===== src/design/pd_info_pkg.sv =====
// shared types and constants for the informational exchange engine
package pd_info_pkg;

	// ------------------------------------------------------------
	// timing
	// ------------------------------------------------------------
	localparam int CLOCK_MHZ          = 100;
	localparam int REPLY_WAIT_US      = 27;
	localparam int REPLY_WAIT_CYCLES  = REPLY_WAIT_US * CLOCK_MHZ;
	localparam int REPLY_WAIT_W       = 16;

	// ------------------------------------------------------------
	// message kinds seen by the protocol layer
	// ------------------------------------------------------------
	typedef enum logic [3:0] {
		msg_none,
		msg_get_battery_caps,
		msg_battery_caps,
		msg_get_cell_status,
		msg_cell_status,
		msg_get_maker_info,
		msg_maker_info,
		msg_sec_query,
		msg_sec_answer
	} msg_kind_t;

	localparam int PAYLOAD_W = 32;

	// message with payload, both directions
	typedef struct packed {
		msg_kind_t              kind;
		logic [PAYLOAD_W-1:0]   payload;
	} msg_t;

	// which ready state the port sits in
	typedef enum logic [1:0] {
		role_source,
		role_sink,
		role_cable
	} idle_role_t;

	// outcome reported to the policy manager
	typedef enum logic [2:0] {
		out_none,
		out_status_ok,
		out_status_timeout,
		out_maker_ok,
		out_maker_timeout,
		out_sec_answer
	} outcome_kind_t;

	typedef struct packed {
		outcome_kind_t          kind;
		logic [PAYLOAD_W-1:0]   payload;
	} outcome_t;

endpackage


===== src/design/reply_wait_timer.sv =====
// one-shot sender response timer
`timescale 1ns/1ps
`default_nettype none
module reply_wait_timer #(
	parameter int CYCLES = pd_info_pkg::REPLY_WAIT_CYCLES
) (
	// clock and reset
	input  wire logic clock,
	input  wire logic rst_b,
	// control
	input  wire logic start,
	input  wire logic stop,
	// status
	output logic      expired
);
	initial begin
		if (CYCLES < 2 || CYCLES >= (1 << pd_info_pkg::REPLY_WAIT_W)) begin
			$error("reply_wait_timer: CYCLES out of range");
		end
	end

	localparam logic [pd_info_pkg::REPLY_WAIT_W-1:0] LOAD =
		pd_info_pkg::REPLY_WAIT_W'(CYCLES - 1);

	logic [pd_info_pkg::REPLY_WAIT_W-1:0] count;
	logic                                 running;
	logic [pd_info_pkg::REPLY_WAIT_W-1:0] next_count;
	logic                                 next_running;
	logic                                 next_expired;

	always_comb begin
		next_count   = count;
		next_running = running;
		next_expired = 1'b0;
		if (start) begin
			next_count   = LOAD;
			next_running = 1'b1;
		end else if (stop) begin
			next_running = 1'b0;
		end else if (running) begin
			if (count == '0) begin
				next_running = 1'b0;
				next_expired = 1'b1;
			end else begin
				next_count = count - 1'b1;
			end
		end
	end

	always_ff @(posedge clock or negedge rst_b) begin
		if (!rst_b) begin
			count   <= '0;
			running <= 1'b0;
			expired <= 1'b0;
		end else begin
			count   <= next_count;
			running <= next_running;
			expired <= next_expired;
		end
	end
endmodule
`default_nettype wire


===== src/design/pd_info_query_policy_fsm.sv =====
// informational exchange engine of a port policy state machine
// ------------------------------------------------------------
// ------------------------------------------------------------
`timescale 1ns/1ps
`default_nettype none
module pd_info_query_policy_fsm #(
	parameter int REPLY_WAIT_CYCLES = pd_info_pkg::REPLY_WAIT_CYCLES
) (
	// clock and reset
	input  wire logic                  clock,
	input  wire logic                  rst_b,
	// port role
	input  wire logic                  dual_role_port,
	input  wire pd_info_pkg::idle_role_t role,
	input  wire logic                  hard_reset,
	input  wire logic                  swap_request,
	// manager requests
	input  wire logic                  req_cell_status,
	input  wire logic                  req_maker_info,
	input  wire logic                  req_sec_query,
	input  wire logic [31:0]           req_arg,
	// manager data replies
	input  wire logic                  mgr_data_valid,
	input  wire logic [31:0]           mgr_data,
	// manager fetch and report
	output logic                       mgr_fetch,
	output pd_info_pkg::msg_kind_t     mgr_fetch_kind,
	output logic [31:0]                mgr_fetch_arg,
	output logic                       report_valid,
	output pd_info_pkg::outcome_t      report,
	output logic                       busy,
	output logic                       swap_start,
	output logic                       to_default,
	// protocol layer
	input  wire logic                  rx_valid,
	input  wire pd_info_pkg::msg_t     rx_msg,
	input  wire logic                  tx_done,
	output logic                       tx_valid,
	output pd_info_pkg::msg_t          tx_msg
);
	typedef enum logic [3:0] {
		idle_state,
		serve_battery_caps_state,
		request_cell_status_state,
		serve_cell_status_state,
		request_maker_info_state,
		serve_maker_info_state,
		send_sec_query_state,
		send_sec_answer_state,
		sec_answer_rx_state
	} state_t;

	// ------------------------------------------------------------
	// state
	// ------------------------------------------------------------
	state_t                 state, next_state;
	logic                   waiting_tx, next_waiting_tx;
	logic                   next_mgr_fetch, next_tx_valid, next_report_valid;
	pd_info_pkg::msg_kind_t next_mgr_fetch_kind;
	logic [31:0]            next_mgr_fetch_arg, wait_age, next_wait_age;
	pd_info_pkg::msg_t      next_tx_msg;
	pd_info_pkg::outcome_t  next_report;
	logic                   next_swap_start, next_to_default;
	logic                   timer_start, timer_stop, timer_expired;

	reply_wait_timer #(
		.CYCLES (REPLY_WAIT_CYCLES)
	) u_timer (
		.clock   (clock),
		.rst_b   (rst_b),
		.start   (timer_start),
		.stop    (timer_stop),
		.expired (timer_expired)
	);

	function automatic logic rx_is(input pd_info_pkg::msg_kind_t k);
		return rx_valid && rx_msg.kind == k;
	endfunction

	// ------------------------------------------------------------
	// next state
	// ------------------------------------------------------------
	always_comb begin
		logic src_snk;
		src_snk             = role != pd_info_pkg::role_cable;
		next_state          = state;
		next_waiting_tx     = waiting_tx;
		next_mgr_fetch      = 1'b0;
		next_mgr_fetch_kind = mgr_fetch_kind;
		next_mgr_fetch_arg  = mgr_fetch_arg;
		next_tx_valid       = 1'b0;
		next_tx_msg         = tx_msg;
		next_report_valid   = 1'b0;
		next_report         = report;
		next_swap_start     = 1'b0;
		next_to_default     = 1'b0;
		timer_start         = 1'b0;
		timer_stop          = 1'b0;
		unique case (state)
			idle_state: begin
				// one engine serves all three idle roles
				if (src_snk && rx_is(pd_info_pkg::msg_get_battery_caps)) begin
					next_state          = serve_battery_caps_state;
					next_mgr_fetch      = 1'b1;
					next_mgr_fetch_kind = pd_info_pkg::msg_battery_caps;
					next_mgr_fetch_arg  = rx_msg.payload;
					next_waiting_tx     = 1'b0;
				end else if (src_snk && rx_is(pd_info_pkg::msg_get_cell_status)) begin
					next_state          = serve_cell_status_state;
					next_mgr_fetch      = 1'b1;
					next_mgr_fetch_kind = pd_info_pkg::msg_cell_status;
					next_mgr_fetch_arg  = rx_msg.payload;
					next_waiting_tx     = 1'b0;
				end else if (rx_is(pd_info_pkg::msg_get_maker_info)) begin
					next_state          = serve_maker_info_state;
					next_mgr_fetch      = 1'b1;
					next_mgr_fetch_kind = pd_info_pkg::msg_maker_info;
					next_mgr_fetch_arg  = rx_msg.payload;
					next_waiting_tx     = 1'b0;
				end else if (rx_is(pd_info_pkg::msg_sec_query)) begin
					next_state          = send_sec_answer_state;
					next_mgr_fetch      = 1'b1;
					next_mgr_fetch_kind = pd_info_pkg::msg_sec_answer;
					next_mgr_fetch_arg  = rx_msg.payload;
					next_waiting_tx     = 1'b0;
				end else if (src_snk && rx_is(pd_info_pkg::msg_sec_answer)) begin
					next_state          = sec_answer_rx_state;
					next_report_valid   = 1'b1;
					next_report         = '{pd_info_pkg::out_sec_answer, rx_msg.payload};
				end else if (src_snk && req_cell_status) begin
					next_state    = request_cell_status_state;
					next_tx_valid = 1'b1;
					next_tx_msg   = '{pd_info_pkg::msg_get_cell_status, req_arg};
					timer_start   = 1'b1;
				end else if (src_snk && req_maker_info) begin
					next_state    = request_maker_info_state;
					next_tx_valid = 1'b1;
					next_tx_msg   = '{pd_info_pkg::msg_get_maker_info, req_arg};
					timer_start   = 1'b1;
				end else if (src_snk && req_sec_query) begin
					next_state    = send_sec_query_state;
					next_tx_valid = 1'b1;
					next_tx_msg   = '{pd_info_pkg::msg_sec_query, req_arg};
				end else if (dual_role_port && src_snk && swap_request) begin
					// swap handed to the swap machine
					next_swap_start = 1'b1;
				end
			end
			serve_battery_caps_state, serve_cell_status_state,
			serve_maker_info_state, send_sec_answer_state: begin
				if (!waiting_tx && mgr_data_valid) begin
					// caps reply kind chosen at fetch time
					next_tx_valid   = 1'b1;
					next_tx_msg     = '{mgr_fetch_kind, mgr_data};
					next_waiting_tx = 1'b1;
				end else if (waiting_tx && tx_done) begin
					next_state      = idle_state;
					next_waiting_tx = 1'b0;
				end
			end
			request_cell_status_state: begin
				if (rx_is(pd_info_pkg::msg_cell_status)) begin
					next_state        = idle_state;
					timer_stop        = 1'b1;
					next_report_valid = 1'b1;
					next_report       = '{pd_info_pkg::out_status_ok, rx_msg.payload};
				end else if (timer_expired) begin
					next_state        = idle_state;
					next_report_valid = 1'b1;
					next_report       = '{pd_info_pkg::out_status_timeout, 32'h0000_0000};
				end
			end
			request_maker_info_state: begin
				if (rx_is(pd_info_pkg::msg_maker_info)) begin
					next_state        = idle_state;
					timer_stop        = 1'b1;
					next_report_valid = 1'b1;
					next_report       = '{pd_info_pkg::out_maker_ok, rx_msg.payload};
				end else if (timer_expired) begin
					next_state        = idle_state;
					next_report_valid = 1'b1;
					next_report       = '{pd_info_pkg::out_maker_timeout, 32'h0000_0000};
				end
			end
			send_sec_query_state: begin
				// no wait for an answer here
				if (tx_done) begin
					next_state = idle_state;
				end
			end
			sec_answer_rx_state: begin
				// manager informed by the one-cycle report
				next_state = idle_state;
			end
			default: begin
				next_state = idle_state;
			end
		endcase
		if (hard_reset) begin
			next_state        = idle_state;
			next_waiting_tx   = 1'b0;
			next_mgr_fetch    = 1'b0;
			next_tx_valid     = 1'b0;
			next_report_valid = 1'b0;
			next_swap_start   = 1'b0;
			next_to_default   = dual_role_port;
			timer_stop        = 1'b1;
			timer_start       = 1'b0;
		end
		// age of a status request, so the timeout check needs no long delay range
		next_wait_age = (state == request_cell_status_state && next_state == state) ? wait_age + 32'h1 : 32'h0;
	end

	always_ff @(posedge clock or negedge rst_b) begin
		if (!rst_b) begin
			state          <= idle_state;
			waiting_tx     <= 1'b0;
			mgr_fetch      <= 1'b0;
			mgr_fetch_kind <= pd_info_pkg::msg_none;
			mgr_fetch_arg  <= 32'h0000_0000;
			tx_valid       <= 1'b0;
			tx_msg         <= '0;
			report_valid   <= 1'b0;
			report         <= '0;
			busy           <= 1'b0;
			swap_start     <= 1'b0;
			to_default     <= 1'b0;
			wait_age       <= 32'h0000_0000;
		end else begin
			state          <= next_state;
			waiting_tx     <= next_waiting_tx;
			mgr_fetch      <= next_mgr_fetch;
			mgr_fetch_kind <= next_mgr_fetch_kind;
			mgr_fetch_arg  <= next_mgr_fetch_arg;
			tx_valid       <= next_tx_valid;
			tx_msg         <= next_tx_msg;
			report_valid   <= next_report_valid;
			report         <= next_report;
			busy           <= next_state != idle_state;
			swap_start     <= next_swap_start;
			to_default     <= next_to_default;
			wait_age       <= next_wait_age;
		end
	end
endmodule
`default_nettype wire


===== config.mk =====
export PLATFORM = sky130hd
export DESIGN_NAME = pd_info_query_policy_fsm
export DESIGN_NICKNAME = d
export VERILOG_FILES = /design/src/design/pd_info_pkg.sv /design/src/design/reply_wait_timer.sv /design/src/design/pd_info_query_policy_fsm.sv
export SDC_FILE = /design/constraint.sdc
export NUM_CORES = 1
export LEC_CHECK = 0
export BUFFER_PORTS_ARGS = -buffer_cell sky130_fd_sc_hd__buf_4
export CORE_UTILIZATION = 47
export CTS_CLUSTER_DIAMETER = 50
export DETAILED_ROUTE_END_ITERATION = 16
export PLACE_DENSITY = 0.79
export SLEW_MARGIN = 20
export SYNTH_ARGS = -nofsm -noshare
export SYNTH_HDL_FRONTEND = slang
export SYNTH_SLANG_ARGS = --single-unit

===== constraint.sdc =====
create_clock -name clock -period 6.5 [get_ports clock]
set_input_delay 0.975 -clock clock [delete_from_list [all_inputs] [get_ports clock]]
set_output_delay 0.975 -clock clock [all_outputs]
set_load 0.01 [all_outputs]

# == Word level (Yosys, flattened, before mapping) ==
# Cells that the tools add are included.
# totals
register_bits,136
input_bits,113
out_inout_bits,113
wordCells,195
# op_classes
addsub,1
eq_ne,29
n_mux,116
n_reduce_logical,32
# op_table
op,count
$mux 36,9
$mux 35,9
$mux 32,4
$pmux 35 s3,1
$mux 4,19
$pmux 36 s2,1
$mux 1,64
$mux 16,4
$eq 4x3->1 const B,8
$ne 2x2->1 const B,10
$pmux 4 s5,1
$logic_and 1x1->1,17
$logic_not 16->1,1
$reduce_and 8->1,2
$sub 16x1->16 const B,1
$eq 4x2->1 const B,3
$eq 4x1->1 const B,2
$ne 4x4->1 const B,2
$reduce_bool 4->1,2
$ne 3x2->1 const B,2
$ne 6x6->1 const B,1
$pmux 1 s2,3
$reduce_and 3->1,2
$reduce_bool 3->1,2
other kinds (7),8

# == Logic depth before layout (Yosys ltp) ==
# logic_depth
depth_word,14
ltp_mapped,9
mapped_depth_nobuf,7

# == Cells and area by module ==
# Synthesis repeated with hierarchy kept, for this count alone.
# hier_totals
cells_unflattened,517
hier_area_um2,6149.6
# modules_own_cells
module,n_inst,cells_each,area_per_inst_um2,seq_area_each_um2
pd_info_query_policy_fsm,1,415,5121.2,2927.8
reply_wait_timer,1,102,1028.5,450.4

# == Least setup slack after synthesis ==
# OpenSTA, ideal clock, no wires.
# synth_timing
kind,input -> register
start,in role[0]
end,reg mgr_fetch_arg[0]
setup_ns,0.125
t_arrival_ns,2.418
t_required_ns,6.375
path_slack_ns,3.958
cell_stages,5
n_path_buf,2
path_cell_list,nand2b_1 -> clkbuf_1 -> o211ai_1 -> buf_2 -> mux2_2
# synth_between
elab_chain_cells,4
word_cells_on_any_way,7
classes_between,eq/ne (1); mux (2); reduce/logical (4)
# synth_lines
element,line,text
from (decl),pd_info_query_policy_fsm.sv:14,"input wire pd_info_pkg::idle_role_t role,"
$ne 2x2->1 (*),pd_info_query_policy_fsm.sv:85,src_snk = role != pd_info_pkg::role_cable;
"$logic_and 1x1->1, on equally long branches","pd_info_query_policy_fsm.sv:102, pd_info_query_policy_fsm.sv:108",
$reduce_bool 4->1 (no line) / $mux 32 (equally long branches),n/a,
$reduce_and 2->1 (no line) / $mux 32 (equally long branches),n/a,
to (signal assigned),pd_info_query_policy_fsm.sv:234,mgr_fetch_arg <= next_mgr_fetch_arg;
to (decl),pd_info_query_policy_fsm.sv:28,"output logic [31:0] mgr_fetch_arg,"
# Every way passes the cells marked *; elsewhere a longest branch is shown, timed or not.
# A chain may end at the register's enable or synchronous reset.

# == Worst setup path in the final report ==
# layout_timing
start,in rx_msg[33] in the netlist's numbering
end,reg report[32] in the netlist's numbering
# layout_between
elab_chain_cells,5
word_cells_on_any_way,28
classes_between,eq/ne (14); mux (3); reduce/logical (11)
# layout_lines
element,line,text
from (decl),pd_info_query_policy_fsm.sv:36,"input wire pd_info_pkg::msg_t rx_msg,"
$eq 4x4->1 (tied with other cells),pd_info_query_policy_fsm.sv:77,return rx_valid && rx_msg.kind == k;
$logic_and 1x1->1,pd_info_query_policy_fsm.sv:77,
"$logic_and 1x1->1, on equally long branches","pd_info_query_policy_fsm.sv:126, pd_info_query_policy_fsm.sv:102, pd_info_query_policy_fsm.sv:108",
$ne 2x2->1 (no line),n/a,
$reduce_and 8->1 (no line),n/a,
to (signal assigned),pd_info_query_policy_fsm.sv:238,report <= next_report;
to (decl),pd_info_query_policy_fsm.sv:30,"output pd_info_pkg::outcome_t report,"
# Several ways; a longest one is shown, not always the timed one.

==> metrics <==
most common library cells after synthesis=135 x sky130_fd_sc_hd__dfrtp_1, 85 x sky130_fd_sc_hd__nand2_1, 50 x sky130_fd_sc_hd__nor2_1; post-route minimum period=around 2.6 ns; weighted congestion at the end of routability-driven global placement=between 0.9 and 1; Crit. End Element=register; insertion delay to the later sink of the worst-skew pair=~0.42 ns; maximum clock rate=381 MHz; worst slack on hold paths=just under 0.5 ns; number of antenna violations at the first check in global routing=0; Worst Setup Start Kind=primary input; Via Count=approximately 5500; ys async rst share=100%; final WL=16900 um; # setup viols final=0; full die area=between 0.01 and 0.015 mm2; largest cells by area after synthesis=sky130_fd_sc_hd__dfrtp_1 55%, sky130_fd_sc_hd__mux2_2 6.4%, sky130_fd_sc_hd__nand2_1 5.2%; Avg Vias per Cell=approximately 5.5; number of inserted diodes=0; worst slack at placement=~3.5 ns; number of placement rows=41; synthesized area divided by synthesized cell count=around 10 um2; Vert. Die Dim=116 um; first-pass GRT wire length=between 20000 and 30000 um; count of different cell masters after synthesis=56; count of antenna-violating nets left after detailed routing=0; post-route setup slack=3.87 ns; boundary pin count=roughly 230; final hold vios=0; post-synthesis net count=between 700 and 800; Crit path arrival time=2.93 ns; Slew Limit Fails=0; number of global-route vias before repair=roughly 5300; number of maximum-capacitance violations=0; #FFs+latches synth=around 140; relative max-transition margin=about two fifths; unrepaired setup endpoints after global routing=no; share of Yosys cell area claimed by the top area cell type=a little over half; hold bufs inserted after CTS=0; fraction of layout cells with a size suffix above 1=39.1%; number of flops mapped to enable cells by yosys=0; largest area contributor in the netlist=sky130_fd_sc_hd__dfrtp_1; total global routing track utilization=around 25%; start-to-end type of the worst setup path=in2reg; number of buffers inserted by port buffering=~220; core region area=~0.013 mm2; final sum of negative setup slack=0 ns; commonest register cell after synthesis=sky130_fd_sc_hd__dfrtp_1; post-route cell area=0.00854 mm2; cell area after technology mapping=just over 0.006 mm2; status=completed; DRC violations left=0; final core area utilization=between 60 and 70%; class of the worst hold path=reg2reg; required arrival time at the worst endpoint=approximately 6.8 ns; largest net degree at the start of global routing=70; Avg WL per Cell=about 17 um; PostCTS Resize Cnt=0; iteration-0 DRC count of the detailed router=about 270; number of buffers on the longest clock path=2; final net count=a little over 900; maximum level of the CTS H-tree=4; placed cell area=about 0.0080 mm2; sequential-to-total area share from yosys stat=a little over half; most frequently used cell type in the post-synthesis netlist=sky130_fd_sc_hd__dfrtp_1; total half-perimeter wirelength after legalization and detailed placement=11900 um; clock tree from TritonCTS=built; instance count of the mapped netlist=roughly 600; setup bufs post-CTS=0; Slew @ Worst Pin=0.891 ns; Reg clk slew, reported paths=~0.060 ns; DRT Pass-1 Iters=5; TritonCTS buffer count=17; global route overflow=0; PD cells=roughly 440 mW/mm2; Leakage=between 3 and 4 nW; Initial Utilization=48.5%; highest net fanout along the worst path=36; final clock skew=a little under 0.007 ns; number of clock sinks=135; Clock Tree Root=sky130_fd_sc_hd__clkbuf_16; Syn. warnings=0; Die X=around 120 um; area growth from synthesis to layout=39.0%; period utilization=approximately 40%; highest ir drop seen on vdd=between 0.2 and 0.25 mV
==> cell type report <==
cell class,count,area (um2)
clock buffers,21,460
well taps,172,215
multi-input cells,415,2590
flip-flops and latches,135,3380
fillers,999,4130
clock inverters,11,124
inverters,6,22.5
repair buffers,234,1760
==> registers in the layout, summed over array words and instances, names as in the netlist <==
signal           cells
mgr_fetch            1
tx_msg              36
report_valid         1
u_timer.expired      1
u_timer.count       16
waiting_tx           1
tx_valid             1
mgr_fetch_kind       3
to_default           1
state                4
swap_start           1
report              35
u_timer.running      1
mgr_fetch_arg       32
busy                 1
==> power breakdown <==
| group | switching [W] | leakage, nW | internal (W) |
|---|---|---|---|
| Combinational | 0.000708 | 2.06 | 0.000752 |
| Clock | 0.000354 | 0.279 | 0.000584 |
| Sequential | 0.000214 | 1.65 | 0.00118 |
==> cell usage in the layout, fill, tap and decap left out, types with 3 or more instances in the layout <==
master	netlist	final
sky130_fd_sc_hd__o211ai_1	5	5
sky130_fd_sc_hd__mux2i_1	6	6
sky130_fd_sc_hd__and2_1	5	5
sky130_fd_sc_hd__a21boi_0	3	3
sky130_fd_sc_hd__or4_1	5	5
sky130_fd_sc_hd__or2_2	3	3
sky130_fd_sc_hd__nand2_1	85	85
sky130_fd_sc_hd__nand2b_1	6	6
sky130_fd_sc_hd__nor4_1	9	9
sky130_fd_sc_hd__o21ai_2	2	3
sky130_fd_sc_hd__mux2_2	35	35
sky130_fd_sc_hd__nor2_1	50	48
sky130_fd_sc_hd__a21oi_1	16	16
sky130_fd_sc_hd__dfrtp_1	135	135
sky130_fd_sc_hd__clkinvlp_4	0	3
sky130_fd_sc_hd__inv_1	6	6
sky130_fd_sc_hd__buf_4	1	234
sky130_fd_sc_hd__nor3b_1	4	4
sky130_fd_sc_hd__nor3_1	7	7
sky130_fd_sc_hd__o21ai_0	13	13
sky130_fd_sc_hd__or4_4	3	3
sky130_fd_sc_hd__clkinv_2	0	3
sky130_fd_sc_hd__a211oi_1	3	3
sky130_fd_sc_hd__nand3_1	40	40
sky130_fd_sc_hd__o2bb2ai_1	32	32
sky130_fd_sc_hd__nor2b_1	5	4
sky130_fd_sc_hd__a31oi_1	33	33
sky130_fd_sc_hd__or3_1	10	10
sky130_fd_sc_hd__clkbuf_16	0	17
==> final timing paths <==
kind	from	end	depth (start not counted)	slack (ns)
min reg2reg	report[5]	report[5]	1	0.49
min in group asynchronous	rst_b	tx_msg[14]	1	0.68
max	rx_msg[33]	report[32]	7	3.87
max reg2reg	state[1]	u_timer.count[11]	5	4.02
min	report[5]	report[5]	1	0.49
max in group asynchronous	rst_b	u_timer.count[2]	2	4.45
==> per-stage QoR <==
step | total power (W) | std cells
final | 0.00380 | 994
after global routing | 0.00402 | 994
after CTS | 0.00383 | 994
after detailed placement | 0.00288 | 962
after global placement | 0.00282 | 962
after floorplan | 0.00211 | 598
==> critical path, cell delays in order <==
cell                        delay [ns]
sky130_fd_sc_hd__buf_4            0.16
sky130_fd_sc_hd__nand4bb_1        0.29
sky130_fd_sc_hd__or3_1            0.43
sky130_fd_sc_hd__a211oi_1         0.40
sky130_fd_sc_hd__o21ai_2          0.08
sky130_fd_sc_hd__buf_4            0.27
sky130_fd_sc_hd__mux2_2           0.32
==> routing by layer <==
layer	vias up	track usage [%]	share of wire, %
met2	226	44.3	52
met4	0	10.2	1.7
met5	-	0	0
met3	21	5.97	6.4
met1	2684	29.3	40
li1	2579	-	-
==> cell families after synthesis <==
kind of cell	Yosys count	synth area share, %
compound gates	123	13.9
xor+xnor	2	0.285
fa+ha+maj	1	0.204
buf+inv	48	3.32
flops	135	55.0
mux	41	7.39
other cells	1	0.0610
simple gates	247	19.9
Power figures use the tool's default switching activity.
